### src/pport_regs.svh
// Constants of the master parallel port: field codes, limits and block sizes.
// Assumes inclusion by bare name from the package and the port module.
`ifndef PPORT_REGS_SVH
`define PPORT_REGS_SVH
`define WIDTH_LOW      2'h0
`define WIDTH_HIGH     2'h1
`define WIDTH_FULL     2'h2
`define OE_LOW         16'h00FF
`define OE_HIGH        16'hFF00
`define OE_FULL        16'hFFFF
`define PRESCALE_MIN   3'h1
`define EDGE_POS_MIN   3'h1
`define BANK_LAST_IDX  3'h7
`define ECC_LAST_BYTE  8'hFF
`define RS_POLY        8'h1D
`define RS_DATA_BYTES  10'h200
`define RS_CODE_BYTES  10'h208
`endif

### src/pport_pkg.sv
// Types shared by the parallel port modules.
// Assumes the constants header is on the include path.
`default_nettype none
`include "pport_regs.svh"
package pport_pkg;
  typedef enum logic [1:0] {
    PH_IDLE = 2'b01,
    PH_RUN  = 2'b10
  } phase_t;
endpackage
`default_nettype wire

### src/fifo_if.sv
// Handshake bundle between the port logic and its word FIFO.
// Assumes both ends share one clock.
`timescale 1ns/1ns
`default_nettype none
interface fifo_if #(parameter int WIDTH = 16) ();
  logic             wr_valid;
  logic             wr_ready;
  logic [WIDTH-1:0] wr_data;
  logic             rd_valid;
  logic             rd_ready;
  logic [WIDTH-1:0] rd_data;
  logic             empty;
  modport fifo (input wr_valid, wr_data, rd_ready, output wr_ready, rd_valid, rd_data, empty);
  modport user (output wr_valid, wr_data, rd_ready, input wr_ready, rd_valid, rd_data, empty);
endinterface
`default_nettype wire

### src/word_fifo.sv
// Synchronous word FIFO with valid and ready on both sides.
// Assumes DEPTH is a power of two so the pointers wrap naturally.
`timescale 1ns/1ns
`default_nettype none
module word_fifo #(
  parameter int WIDTH = 16,
  parameter int DEPTH = 16
) (
  input wire logic clk_sys,
  input wire logic reset_n,
  fifo_if.fifo     port_if
);
  localparam int AW = $clog2(DEPTH);
  localparam logic [AW:0] FULL_CNT = DEPTH[AW:0];

  typedef struct packed {
    logic [DEPTH-1:0][WIDTH-1:0] mem;
    logic [AW-1:0]               wptr;
    logic [AW-1:0]               rptr;
    logic [AW:0]                 count;
  } fifo_state_t;

  fifo_state_t st_ff;
  fifo_state_t nxt_st;

  // Full and empty come straight from the count, so they never lie.
  assign port_if.wr_ready = (st_ff.count != FULL_CNT);
  assign port_if.rd_valid = (st_ff.count != '0);
  assign port_if.empty    = (st_ff.count == '0);
  assign port_if.rd_data  = st_ff.mem[st_ff.rptr];

  // Push and pop may coincide; the count then stays put.
  always_comb begin
    nxt_st = st_ff;
    if (port_if.wr_valid && port_if.wr_ready) begin
      nxt_st.mem[st_ff.wptr] = port_if.wr_data;
      nxt_st.wptr            = st_ff.wptr + 1'b1;
    end
    if (port_if.rd_valid && port_if.rd_ready) begin
      nxt_st.rptr = st_ff.rptr + 1'b1;
    end
    case ({port_if.wr_valid && port_if.wr_ready, port_if.rd_valid && port_if.rd_ready})
      2'b10:   nxt_st.count = st_ff.count + 1'b1;
      2'b01:   nxt_st.count = st_ff.count - 1'b1;
      default: nxt_st.count = st_ff.count;
    endcase
  end

  // State register.
  always_ff @(posedge clk_sys) begin
    if (!reset_n) begin
      st_ff <= '0;
    end else begin
      st_ff <= nxt_st;
    end
  end
endmodule
`default_nettype wire

### src/parallel_port.sv
// Master parallel port: strobe generator, double buffer, FIFO path, Hamming and Reed-Solomon coders.
// Assumes one base period equals one clk_sys cycle and configuration is steady while started.
`timescale 1ns/1ns
`default_nettype none
`include "pport_regs.svh"
module parallel_port
  import pport_pkg::*;
#(
  parameter int FIFO_DEPTH = 16
) (
  input  wire logic        clk_sys,
  input  wire logic        reset_n,
  input  wire logic        start,
  input  wire logic        dir_input,
  input  wire logic [1:0]  width_sel,
  input  wire logic [2:0]  prescale,
  input  wire logic [2:0]  strobe_edge_position,
  input  wire logic        strobe_idle_level,
  input  wire logic        sample_on_edge,
  input  wire logic [7:0]  line_enable,
  input  wire logic [15:0] word_count,
  input  wire logic [15:0] core_wr_data,
  input  wire logic        core_wr_valid,
  output logic             core_wr_ready,
  output logic [15:0]      port_fifo_data_word,
  output logic             core_rd_valid,
  input  wire logic        core_rd_ready,
  output logic             fifo_full_flag,
  input  wire logic [15:0] data_in,
  output logic [15:0]      data_out,
  output logic [15:0]      data_oe,
  output logic [7:0]       ctrl_out,
  output logic [7:0]       ctrl_oe,
  output logic             busy,
  output logic             done,
  output logic [21:0]      ecc_code,
  output logic             ecc_valid,
  output logic [63:0]      rs_parity,
  output logic             rs_parity_valid,
  output logic             rs_error,
  output logic             rs_checked
);
  // Galois field product under the generator polynomial.
  function automatic logic [7:0] gf_mul(input logic [7:0] a, input logic [7:0] b);
    logic [7:0] p;
    logic [7:0] x;
    p = 8'h00;
    x = a;
    for (int i = 0; i < 8; i++) begin
      if (b[i]) p = p ^ x;
      x = {x[6:0], 1'b0} ^ (x[7] ? `RS_POLY : 8'h00);
    end
    return p;
  endfunction

  // Generator for eight parity bytes, roots alpha^0 to alpha^7.
  function automatic logic [8:0][7:0] rs_gen();
    logic [8:0][7:0] g;
    logic [7:0]      root;
    g    = '0;
    g[0] = 8'h01;
    root = 8'h01;
    for (int i = 0; i < 8; i++) begin
      for (int j = 8; j > 0; j--) g[j] = g[j-1] ^ gf_mul(g[j], root);
      g[0] = gf_mul(g[0], root);
      root = gf_mul(root, 8'h02);
    end
    return g;
  endfunction

  // Powers of alpha used by the syndrome accumulators.
  function automatic logic [7:0][7:0] rs_alpha();
    logic [7:0][7:0] a;
    a[0] = 8'h01;
    for (int i = 1; i < 8; i++) a[i] = gf_mul(a[i-1], 8'h02);
    return a;
  endfunction

  // One byte into the line and column parities of the 256-byte code.
  function automatic logic [21:0] ham_step(input logic [21:0] c, input logic [7:0] b, input logic [7:0] idx);
    logic [21:0] r;
    logic        p;
    r = c;
    p = ^b;
    for (int k = 0; k < 8; k++) begin
      if (idx[k]) r[2*k+1] = r[2*k+1] ^ p;
      else        r[2*k]   = r[2*k] ^ p;
    end
    r[16] = r[16] ^ b[0] ^ b[2] ^ b[4] ^ b[6];
    r[17] = r[17] ^ b[1] ^ b[3] ^ b[5] ^ b[7];
    r[18] = r[18] ^ b[0] ^ b[1] ^ b[4] ^ b[5];
    r[19] = r[19] ^ b[2] ^ b[3] ^ b[6] ^ b[7];
    r[20] = r[20] ^ (^b[3:0]);
    r[21] = r[21] ^ (^b[7:4]);
    return r;
  endfunction

  localparam logic [8:0][7:0] RS_GEN   = rs_gen();
  localparam logic [7:0][7:0] RS_ALPHA = rs_alpha();

  typedef struct packed {
    phase_t                 phase;
    logic                   dir_in;
    logic [1:0]             width;
    logic [2:0]             presc;
    logic [2:0]             pos;
    logic                   idle;
    logic                   smp_edge;
    logic                   act;
    logic [2:0]             cnt;
    logic [15:0]            words_left;
    logic [15:0]            copy_left;
    logic [1:0][7:0][15:0]  bank;
    logic [1:0]             bank_full;
    logic [1:0][3:0]        bank_cnt;
    logic                   link_bank;
    logic [2:0]             link_idx;
    logic                   copy_bank;
    logic [2:0]             copy_idx;
    logic                   copying;
    logic                   full_flag;
    logic [15:0]            word;
    logic [15:0]            pin_out;
    logic [15:0]            pin_oe;
    logic                   strobe;
    logic [7:0]             lines;
    logic                   done;
    logic [7:0]             ecc_idx;
    logic [21:0]            ecc_acc;
    logic [21:0]            ecc_code;
    logic                   ecc_valid;
    logic [9:0]             rs_cnt;
    logic [7:0][7:0]        rs_acc;
    logic [63:0]            rs_par;
    logic                   rs_par_valid;
    logic                   rs_err;
    logic                   rs_chk;
  } port_state_t;

  port_state_t s_ff;
  port_state_t nxt_s;

  fifo_if #(.WIDTH(16)) fq ();

  word_fifo #(.WIDTH(16), .DEPTH(FIFO_DEPTH)) u_fifo (
    .clk_sys (clk_sys),
    .reset_n (reset_n),
    .port_if (fq.fifo)
  );

  logic        end_now;
  logic        sample_now;
  logic        cp_push;
  logic        cp_pop;
  logic [15:0] pin_word;

  // Cycle timing and the copier handshakes, shared by the state update and the FIFO.
  assign end_now    = s_ff.act && (s_ff.cnt == s_ff.presc);
  assign sample_now = s_ff.act && s_ff.dir_in && (s_ff.smp_edge ? (s_ff.cnt == s_ff.pos) : end_now);
  assign pin_word   = (s_ff.width == `WIDTH_HIGH) ? {8'h00, data_in[15:8]} :
                      (s_ff.width == `WIDTH_LOW) ? {8'h00, data_in[7:0]} : data_in;
  assign cp_push    = s_ff.dir_in && s_ff.copying && fq.wr_ready;
  assign cp_pop     = !s_ff.dir_in && !s_ff.bank_full[s_ff.copy_bank] && fq.rd_valid
                      && (s_ff.copy_left != 16'h0000);

  // The FIFO is filled by the core on output and by the copier on input; back-pressure goes to whoever fills.
  assign fq.wr_valid         = s_ff.dir_in ? cp_push : core_wr_valid;
  assign fq.wr_data          = s_ff.dir_in ? s_ff.bank[s_ff.copy_bank][s_ff.copy_idx] : core_wr_data;
  assign fq.rd_ready         = s_ff.dir_in ? (core_rd_ready && s_ff.full_flag) : cp_pop;
  assign core_wr_ready       = !s_ff.dir_in && fq.wr_ready;
  assign core_rd_valid       = s_ff.dir_in && fq.rd_valid && s_ff.full_flag;
  assign port_fifo_data_word = fq.rd_data;
  assign fifo_full_flag      = s_ff.dir_in ? s_ff.full_flag : !fq.wr_ready;

  // Registered outputs.
  assign data_out        = s_ff.pin_out;
  assign data_oe         = s_ff.pin_oe;
  assign ctrl_out        = {8{s_ff.strobe}};
  assign ctrl_oe         = s_ff.lines;
  assign busy            = (s_ff.phase == PH_RUN);
  assign done            = s_ff.done;
  assign ecc_code        = s_ff.ecc_code;
  assign ecc_valid       = s_ff.ecc_valid;
  assign rs_parity       = s_ff.rs_par;
  assign rs_parity_valid = s_ff.rs_par_valid;
  assign rs_error        = s_ff.rs_err;
  assign rs_checked      = s_ff.rs_chk;

  // Next state: start, link cycle, copier, then the coders fed by each moved word.
  always_comb begin
    logic [15:0] feed;
    logic [7:0]  bt;
    logic        last;
    logic [7:0]  fb;
    feed = 16'h0000;
    bt   = 8'h00;
    last = 1'b0;
    fb   = 8'h00;
    nxt_s = s_ff;
    nxt_s.ecc_valid    = 1'b0;
    nxt_s.rs_par_valid = 1'b0;
    nxt_s.rs_chk       = 1'b0;
    nxt_s.lines        = line_enable;
    // A start is refused for a zero prescaler, zero edge position or empty count.
    if (start && s_ff.phase == PH_IDLE && prescale >= `PRESCALE_MIN
        && strobe_edge_position >= `EDGE_POS_MIN && word_count != 16'h0000) begin
      nxt_s.phase      = PH_RUN;
      nxt_s.dir_in     = dir_input;
      nxt_s.width      = width_sel;
      nxt_s.presc      = prescale;
      nxt_s.pos        = strobe_edge_position;
      nxt_s.smp_edge   = sample_on_edge;
      nxt_s.words_left = word_count;
      nxt_s.copy_left  = word_count;
      nxt_s.bank_full  = 2'b00;
      nxt_s.link_bank  = 1'b0;
      nxt_s.link_idx   = 3'h0;
      nxt_s.copy_bank  = 1'b0;
      nxt_s.copy_idx   = 3'h0;
      nxt_s.done       = 1'b0;
      // Coders restart with each communication, so a packet never mixes directions.
      nxt_s.ecc_idx    = 8'h00;
      nxt_s.ecc_acc    = 22'h000000;
      nxt_s.rs_cnt     = 10'h000;
      nxt_s.rs_acc     = '0;
    end
    // Input capture into the link's current bank.
    if (sample_now) begin
      nxt_s.word = pin_word;
      nxt_s.bank[s_ff.link_bank][s_ff.link_idx] = pin_word;
    end
    if (s_ff.act && !end_now) begin
      nxt_s.cnt = s_ff.cnt + 3'h1;
    end
    // End of a transfer cycle: account the word and hand the bank over when it is used up.
    if (end_now) begin
      feed = (s_ff.dir_in && !s_ff.smp_edge) ? pin_word : s_ff.word;
      nxt_s.act        = 1'b0;
      nxt_s.words_left = s_ff.words_left - 16'h0001;
      nxt_s.link_idx   = s_ff.link_idx + 3'h1;
      last = s_ff.dir_in ? (s_ff.link_idx == `BANK_LAST_IDX || s_ff.words_left == 16'h0001)
                         : ({1'b0, s_ff.link_idx} == s_ff.bank_cnt[s_ff.link_bank] - 4'h1);
      if (last) begin
        nxt_s.bank_full[s_ff.link_bank] = s_ff.dir_in;
        nxt_s.bank_cnt[s_ff.link_bank]  = {1'b0, s_ff.link_idx} + 4'h1;
        nxt_s.link_bank = !s_ff.link_bank;
        nxt_s.link_idx  = 3'h0;
      end
      if (s_ff.words_left == 16'h0001) begin
        nxt_s.done  = 1'b1;
        nxt_s.phase = PH_IDLE;
      end
    end
    // Output copier: FIFO words into the free bank, eight at most or the remainder.
    if (cp_pop) begin
      nxt_s.bank[s_ff.copy_bank][s_ff.copy_idx] = fq.rd_data;
      nxt_s.copy_idx  = s_ff.copy_idx + 3'h1;
      nxt_s.copy_left = s_ff.copy_left - 16'h0001;
      if (s_ff.copy_idx == `BANK_LAST_IDX || s_ff.copy_left == 16'h0001) begin
        nxt_s.bank_full[s_ff.copy_bank] = 1'b1;
        nxt_s.bank_cnt[s_ff.copy_bank]  = {1'b0, s_ff.copy_idx} + 4'h1;
        nxt_s.copy_bank = !s_ff.copy_bank;
        nxt_s.copy_idx  = 3'h0;
      end
    end
    // Input copier: a full bank moves only into an empty FIFO, then the block is flagged full.
    if (s_ff.dir_in && !s_ff.copying && s_ff.bank_full[s_ff.copy_bank] && fq.empty && !s_ff.full_flag) begin
      nxt_s.copying = 1'b1;
    end
    if (cp_push) begin
      nxt_s.copy_idx = s_ff.copy_idx + 3'h1;
      if ({1'b0, s_ff.copy_idx} == s_ff.bank_cnt[s_ff.copy_bank] - 4'h1) begin
        nxt_s.copying   = 1'b0;
        nxt_s.bank_full[s_ff.copy_bank] = 1'b0;
        nxt_s.copy_bank = !s_ff.copy_bank;
        nxt_s.copy_idx  = 3'h0;
        nxt_s.full_flag = 1'b1;
      end
    end
    // Reading the last block word empties the FIFO; the flag then drops.
    if (s_ff.full_flag && fq.empty && !s_ff.copying) begin
      nxt_s.full_flag = 1'b0;
    end
    // Start the next cycle at once when the bank allows it, keeping the flow continuous.
    if (nxt_s.phase == PH_RUN && !nxt_s.act && nxt_s.words_left != 16'h0000
        && (nxt_s.dir_in ? !nxt_s.bank_full[nxt_s.link_bank] : nxt_s.bank_full[nxt_s.link_bank])) begin
      nxt_s.act = 1'b1;
      nxt_s.cnt = 3'h0;
      if (!nxt_s.dir_in) begin
        nxt_s.word = nxt_s.bank[nxt_s.link_bank][nxt_s.link_idx];
        case (s_ff.width)
          `WIDTH_LOW:  nxt_s.pin_out = {8'h00, nxt_s.word[7:0]};
          `WIDTH_HIGH: nxt_s.pin_out = {nxt_s.word[7:0], 8'h00};
          default:     nxt_s.pin_out = nxt_s.word;
        endcase
      end
    end
    case (nxt_s.width)
      `WIDTH_LOW:  nxt_s.pin_oe = `OE_LOW;
      `WIDTH_HIGH: nxt_s.pin_oe = `OE_HIGH;
      default:     nxt_s.pin_oe = `OE_FULL;
    endcase
    if (nxt_s.phase != PH_RUN || nxt_s.dir_in) begin
      nxt_s.pin_oe = 16'h0000;
    end
    // Idle level is followed live while stopped and frozen for the whole communication.
    if (nxt_s.phase == PH_IDLE && !nxt_s.act) begin
      nxt_s.idle = strobe_idle_level;
    end
    nxt_s.strobe = (nxt_s.act && nxt_s.cnt < nxt_s.pos) ? !nxt_s.idle : nxt_s.idle;
    // Coders see one byte per narrow word and low then high byte per full word.
    for (int j = 0; j < 2; j++) begin
      if (end_now && (j == 0 || s_ff.width == `WIDTH_FULL)) begin
        bt = (j == 0) ? feed[7:0] : feed[15:8];
        nxt_s.ecc_acc = ham_step(nxt_s.ecc_acc, bt, nxt_s.ecc_idx);
        if (nxt_s.ecc_idx == `ECC_LAST_BYTE) begin
          nxt_s.ecc_code  = nxt_s.ecc_acc;
          nxt_s.ecc_valid = 1'b1;
          nxt_s.ecc_acc   = 22'h000000;
        end
        nxt_s.ecc_idx = nxt_s.ecc_idx + 8'h01;
        nxt_s.rs_cnt  = nxt_s.rs_cnt + 10'h001;
        if (!s_ff.dir_in) begin
          // Systematic encoder, parity byte 7 first; feedback is taken before the shift so a high byte sees the low one.
          fb = bt ^ nxt_s.rs_acc[7];
          for (int k = 7; k > 0; k--) begin
            nxt_s.rs_acc[k] = nxt_s.rs_acc[k-1] ^ gf_mul(fb, RS_GEN[k]);
          end
          nxt_s.rs_acc[0] = gf_mul(fb, RS_GEN[0]);
        end else begin
          for (int k = 0; k < 8; k++) begin
            nxt_s.rs_acc[k] = gf_mul(nxt_s.rs_acc[k], RS_ALPHA[k]) ^ bt;
          end
        end
        if (!s_ff.dir_in && nxt_s.rs_cnt == `RS_DATA_BYTES) begin
          nxt_s.rs_par       = nxt_s.rs_acc;
          nxt_s.rs_par_valid = 1'b1;
          nxt_s.rs_acc       = '0;
          nxt_s.rs_cnt       = 10'h000;
        end
        if (s_ff.dir_in && nxt_s.rs_cnt == `RS_CODE_BYTES) begin
          nxt_s.rs_err = (nxt_s.rs_acc != '0);
          nxt_s.rs_chk = 1'b1;
          nxt_s.rs_acc = '0;
          nxt_s.rs_cnt = 10'h000;
        end
      end
    end
  end

  // State register; reset leaves lines idle high until the idle level is sampled.
  always_ff @(posedge clk_sys) begin
    if (!reset_n) begin
      s_ff        <= '0;
      s_ff.phase  <= PH_IDLE;
      s_ff.idle   <= 1'b1;
      s_ff.strobe <= 1'b1;
    end else begin
      s_ff <= nxt_s;
    end
  end
endmodule
`default_nettype wire

### config.mk
export PLATFORM = sky130hd
export DESIGN_NAME = parallel_port
export DESIGN_NICKNAME = d
export VERILOG_FILES = /design/src/pport_pkg.sv /design/src/fifo_if.sv /design/src/word_fifo.sv /design/src/parallel_port.sv
export VERILOG_INCLUDE_DIRS = /design/src
export SDC_FILE = /design/constraint.sdc
export NUM_CORES = 2
export LEC_CHECK = 0
export BUFFER_PORTS_ARGS = -buffer_cell sky130_fd_sc_hd__buf_2
export CAP_MARGIN = 0
export CORE_AREA = 2 2 307 309
export CTS_CLUSTER_DIAMETER = 40
export DETAILED_ROUTE_END_ITERATION = 12
export DIE_AREA = 0 0 309 311
export PLACE_DENSITY = 0.86
export SKIP_CTS_REPAIR_TIMING = 1
export SLEW_MARGIN = 20
export SYNTH_ARGS = -nofsm -noshare
export SYNTH_HDL_FRONTEND = slang
export SYNTH_SLANG_ARGS = --single-unit
export TNS_END_PERCENT = 10
### constraint.sdc
create_clock -name clk_sys -period 12.4 [get_ports clk_sys]
set_input_delay 1.24 -clock clk_sys [delete_from_list [all_inputs] [get_ports clk_sys]]
set_output_delay 1.24 -clock clk_sys [all_outputs]
set_load 0.05 [all_outputs]
# Word level (Yosys, flattened, before mapping)
# Index checks and enable logic that the tools add are counted.
# word_totals
ff_bits	846
input_bits	72
out_inout_bits	159
wordCells	771
# op_classes
n_addsub	17
magnitude_cmp	16
n_eq_ne	25
mux	335
bitwise_logic	221
reduce_logical	79
# ops
op	n
$mux 8	133
$bwmux 256	3
$mux 128	6
$xor 8x8->8	78
$xor 8x5->8	70
$mux 139	4
$mux 194	2
$mux 5	70
$mux 282	1
$demux 128 s1	2
$mux 256	1
$mux 74	3
$mux 16	13
$mux 64	2
$reduce_bool 64->1	2
$bmux 16 s3	2
$demux 16 s3	2
$mux 32	3
$mux 45	2
$xor 1x1->1	68
$bmux 16 s4	1
$demux 16 s4	1
$pmux 16 s2	2
$mux 1	50
other kinds (56)	172

# Longest topological paths before layout
# depth
depth_word	70
ltp_mapped	40
ltp_nobuf	26

# By module
# Synthesis repeated with hierarchy kept, for this count alone.
# unflattened
hier_cells	6866
area_unflattened_um2	56884.6
# by_module_without_submodules
module	n_inst	cells_per_inst	area_per_inst_um2	seq_area_each_um2
parallel_port	1	5781	44172.4	11270.8
word_fifo	1	1085	12712.2	5385.2

# Least setup slack after synthesis
# Ideal clock, no wire load.
# synth_path
path_type	in2reg
start	in word_count[11]
end	reg s_ff (netlist bit rs_error)
setup_ns	0.140
arrival_ns	9.990
required_ns	12.260
slack_ns	2.270
path_stages	34
n_path_buf	14
cell_sequence	nor4_1 nand4_1 clkbuf_1 clkbuf_1 nand2_1 clkbuf_1 buf_1 buf_1 clkbuf_1 buf_1 buf_1 clkbuf_1 buf_1 clkbuf_1 clkbuf_1 clkbuf_1 and2_1 ha_1 and3_1 or4b_2 o31ai_1 o21ai_1 o31a_1 clkbuf_1 nand2_1 o22ai_1 mux2i_2 xor2_1 xnor3_1 o21ai_0 or4_1 or4_1 nor4_1 a41oi_1
# synth_via
elab_chain_cells	64
word_cells_on_any_way	376
cone_classes	2 x add/sub; 4 x eq/ne; 214 x mux; 148 x bitwise; 8 x reduce/logical
# synth_lines
item	line_no	text
start: declaration	parallel_port.sv:21	input wire logic [15:0] word_count,
$reduce_bool 16->1 *	parallel_port.sv:206	&& strobe_edge_position >= `EDGE_POS_MIN && word_count != 16'h0000) begin
$logic_and 1x1->1 *	parallel_port.sv:205	if (start && s_ff.phase == PH_IDLE && prescale >= `PRESCALE_MIN
$mux 74 *	parallel_port.sv:205	
$xor 8x8->8	parallel_port.sv:325	fb = bt ^ nxt_s.rs_acc[7];
$mux 8 or $mux 5 (tied branches)	parallel_port.sv:323, parallel_port.sv:51	
$mux 8 or $xor 8x5->8 (tied branches)	parallel_port.sv:313, parallel_port.sv:51	
$xor 8x8->8	parallel_port.sv:50	if (b[i]) p = p ^ x;
$mux 8	parallel_port.sv:323	if (!s_ff.dir_in) begin
(+48 left out)	--	
$mux 8	parallel_port.sv:313	if (end_now && (j == 0 || s_ff.width == `WIDTH_FULL)) begin
$xor 8x8->8	parallel_port.sv:327	nxt_s.rs_acc[k] = nxt_s.rs_acc[k-1] ^ gf_mul(fb, RS_GEN[k]);
$mux 64	parallel_port.sv:323	
$mux 139	parallel_port.sv:335	if (!s_ff.dir_in && nxt_s.rs_cnt == `RS_DATA_BYTES) begin
$mux 139	parallel_port.sv:313	
$reduce_bool 64->1	parallel_port.sv:342	nxt_s.rs_err = (nxt_s.rs_acc != '0);
$mux 2	parallel_port.sv:341	if (s_ff.dir_in && nxt_s.rs_cnt == `RS_CODE_BYTES) begin
$mux 194 *	parallel_port.sv:313	
end signal: assignment	parallel_port.sv:359	s_ff <= nxt_s;
end: declaration	parallel_port.sv:140	port_state_t s_ff;
# Mark *: on every way between the ends. The rest lies on a longest branch, timed or not. The select of a mux whose other input is x is not followed.
# A chain may end at the register's enable or synchronous reset.

# Final worst setup path
# layout_path
start	in word_count[3]
end	reg s_ff (netlist bit rs_error)
# The elaborated chain is that of the path after synthesis.

==> impl_metrics.csv <==
group,metric,value,unit
sta,finalSetupViolCount,0,
worst_setup_path,criticalPathCategory,"input pin to register",
route,wl_per_cell,27.2,um
logic_synthesis,synth.lib_cells_used.distinct,97,
logic_synthesis,synth_enable_flop_cells,0,
worst_setup_path,critPathLaunchType,"input pin",
job,number_of_maximum_capacitance_violations,0,
floorplan,placeableCoreArea,0.0928,mm^2
logic_synthesis,yosys.area_share.simple,0.188,
logic_synthesis,yosysWarnings,0,
floorplan,initial_core_util,0.595,
power,power_leakage,22.3,nW
outcome,status,"completed",
sta,fmaxAchievable,0.117,GHz
grt,grt_first_pass_wirelength,326000,um
route,overall_via_count_from_detail_route,55500,
logic_synthesis,commonest_register_cell_after_synthesis,"dfxtp_1",
route,via_per_inst,6.86,
worst_setup_path,timing.critical_path.to_type,"register",
route,route.detailed.drc,0,
logic_synthesis,yosys.area.top_type_share,0.302,
placed_design,dp_hpwl,145000,um
final_layout,fillers,7606,
route,antenna_violating_nets_remaining,0,
logic_synthesis,synth-seq-area-share,0.302,
floorplan,fp.dieArea,0.0961,mm^2
clocking,clock-sinks,832,
logic_synthesis,yosys-top-cells-count,"974 x nor2_1, 832 x dfxtp_1, 674 x nand2_1, 533 x clkbuf_1, 504 x a211oi_1",
logic_synthesis,yosys.cell_count.top_type,"nor2_1",
logic_synthesis,synth_area_in_compound_gates,0.230,
grt,first_global_vias,51700,
clocking,cts_htree_levels,4,
logic_synthesis,synth_top_family_by_area,"compound AO/OA/AOI/OAI gates",
worst_setup_path,crit_arrival,9.13,ns
sta,min_period_over_period,0.687,
sta,fin_hold_ws,0.472,ns
sta,worst_pin_slew,1.18,ns
power,cellPowerDensity,157,mW/mm^2
worst_setup_path,critical_path.slowest_cell,"mux2i_4",
power,total_power,9.61,mW
logic_synthesis,synthXorXnorAreaFrac,0.122,
grt,grt_max_degree,247,
logic_synthesis,post_synthesis_sequential_element_count,832,
final_layout,areaGrowthSynthToFinish,11.1,%
logic_synthesis,postSynthCellCount,6908,
floorplan,top_level_ports,231,
placed_design,globalplace.congestion,1.11,
worst_setup_path,max_stage_delay,0.80,ns
sta,rsz0062_at_grt,"false",
sta,layout_setup_ws,3.88,ns
sta,hold_viol,0,
clocking,cts.reportedPaths.clkPinSlew,0.06,ns
final_layout,layout.nets,6817,
floorplan,die-height,311,um
sta,fin_skew,0.0529,ns
logic_synthesis,postSynth.asyncResetShare,0,
logic_synthesis,synth.area.mux_share,0.0859,
floorplan,rows,112,
clocking,cts_tree,"yes",
clocking,cts_buffer_depth,3,
worst_setup_path,cp_data_required_time,13.01,ns
sta,slew-limit-headroom,0.213,
placed_design,numPortBuffers,230,
power,ir_drop,0.000159,V
clocking,tritoncts.num_buffers,135,
logic_synthesis,synth_nets,7010,
final_layout,layout-drive-gt1-share,0.141,
grt,grt_usage,0.443,
logic_synthesis,post_synth_instance_area,0.0552,mm^2
sta,timing.final.max_slew_violations,0,
sta,totalNegativeSetupSlack,0,ns
floorplan,die_w,309,um
sta,post-route-min-period,8.52,ns
route,drt_pre_antenna_iters,6,
logic_synthesis,post_synthesis_mean_instance_area,7.99,um^2
route,first_iter_violations,8493,
worst_setup_path,cells_along_the_critical_path,"buf_2 > nor4_1 > nand4_1 > buf_4 > nand2_4 > nand2_1 > inv_1 > ha_1 > and3_1 > nand3_1 > o211ai_1 > o21ai_1 > o31ai_4 > buf_4 > nor2_1 > a21oi_1 > mux2i_4 > xor2_2 > xnor3_1 > o21ai_0 > nand2_1 > or4_1 > nor4b_1 > a41oi_1",
grt,grt_antenna_before_repair,12,
logic_synthesis,yosys.area_share.adder,0.00694,
placed_design,dp_worst_setup_slack,3.47,ns
clocking,cts.root.buffer_cell,"clkbuf_16",
grt,total_gr_overflow,0,
worst_setup_path,crit_path_max_fanout,35,
clocking,clock_latency,0.79,ns
route,wirelength,220000,um
worst_hold_path,class_of_the_tightest_hold_or_removal_check,"register to register",
logic_synthesis,synth_largest_area_cell,"dfxtp_1",
logic_synthesis,synth_area_leaders,"dfxtp_1 30%, a211oi_1 6.9%, nor2_1 6.6%",
==> where the power goes <==
part	total (mW)	leakage, nW	internal (mW)	switching (mW)
logic	2.60	13.2	0.790	1.81
registers	2.93	6.72	2.80	0.134
clock network	4.07	2.34	2.55	1.52
==> per-stage QoR <==
step / util / instance area, um^2 / instances
after floorplan: - / 55200 / 6908
after global placement: 0.607 / 56300 / 7832
after detailed placement: 0.608 / 56400 / 7832
after CTS: 0.660 / 61300 / 8081
after global routing: 0.661 / 61300 / 8086
final: 0.661 / 61300 / 8091
==> cell type report <==
cell class / count / area, um^2 / share of cell area
diodes: 10 / 25.0 / 0.000408
multi-input cells: 5256 / 35300 / 0.575
repair buffers: 417 / 2600 / 0.0424
inverters: 73 / 282 / 0.00459
well taps: 1254 / 1570 / 0.0256
flip-flops and latches: 832 / 16700 / 0.272
clock inverters: 85 / 1280 / 0.0209
clock buffers: 164 / 3630 / 0.0591
==> placed cells by master, fill, tap and decap left out, drive strengths merged, types with 20 or more instances in the layout <==
| master | instances |
|---|---|
| and3 | 42 |
| nor3 | 84 |
| a31oi | 27 |
| a211oi | 513 |
| a21oi | 426 |
| nand3 | 85 |
| or3 | 27 |
| bufinv | 20 |
| xnor3 | 56 |
| buf | 417 |
| nand4 | 30 |
| clkinv | 28 |
| ha | 29 |
| mux2 | 34 |
| xor2 | 185 |
| nor2b | 20 |
| o21a | 30 |
| mux2i | 175 |
| a22oi | 45 |
| a221oi | 52 |
| mux4 | 112 |
| inv | 93 |
| xnor2 | 410 |
| o21ai | 407 |
| dfxtp | 832 |
| nand2b | 38 |
| and2 | 252 |
| o211ai | 204 |
| nor2 | 974 |
| clkbuf | 164 |
| or2 | 21 |
| nand2 | 674 |
| o311ai | 27 |
| a21boi | 24 |
| nor4 | 34 |
==> registers in the layout, summed over array words and instances (netlist names), 2 cells and up <==
register and count:
ctrl_oe 8, rs_parity 64, ecc_code 22, data_oe 2, u_fifo.st_ff 269, data_out 16
s_ff 445
==> critical path, delay by kind of cell <==
family	cells	cell delay (ns)
adder cells (fa/ha/maj)	1	0.31
AO/OA/AOI/OAI	6	1.80
XOR/XNOR	2	0.76
buffers and inverters	4	0.91
AND/OR/NAND/NOR	10	3.28
multiplexers	1	0.80
==> per-layer routing <==
| metal | track usage | wire (um) |
|---|---|---|
| met2 | 0.664 | 94400 |
| met4 | 0.308 | 19200 |
| met3 | 0.135 | 29000 |
| met1 | 0.543 | 77300 |
| met5 | 0 | 75 |
==> logic make-up (layout without fill, tap and decap cells) <==
kind of cell,Yosys count,count (layout)
xor gates and xnor gates,652,652
buffers and inverters,820,739
adders and majority gates,30,30
and+or+nand+nor,2331,2331
AOI/OAI and AO/OA,1922,1922
other,0,10
DFF,832,832
muxes,321,321
==> path summary, 6_finish.rpt <==
check	from	to	slack, ns	cells after the start
worst min register to register	s_ff[570]$_SDFFE_PN0P_	s_ff[570]$_SDFFE_PN0P_	0.47	2
worst min-delay path	s_ff[570]$_SDFFE_PN0P_	s_ff[570]$_SDFFE_PN0P_	0.47	2
worst max-delay path	word_count[3]	rs_error$_SDFF_PN0_	3.88	24
worst max register to register	s_ff[573]$_SDFF_PN0_	rs_error$_SDFF_PN0_	4.09	18
No activity file was read; power rests on OpenSTA's default activity.
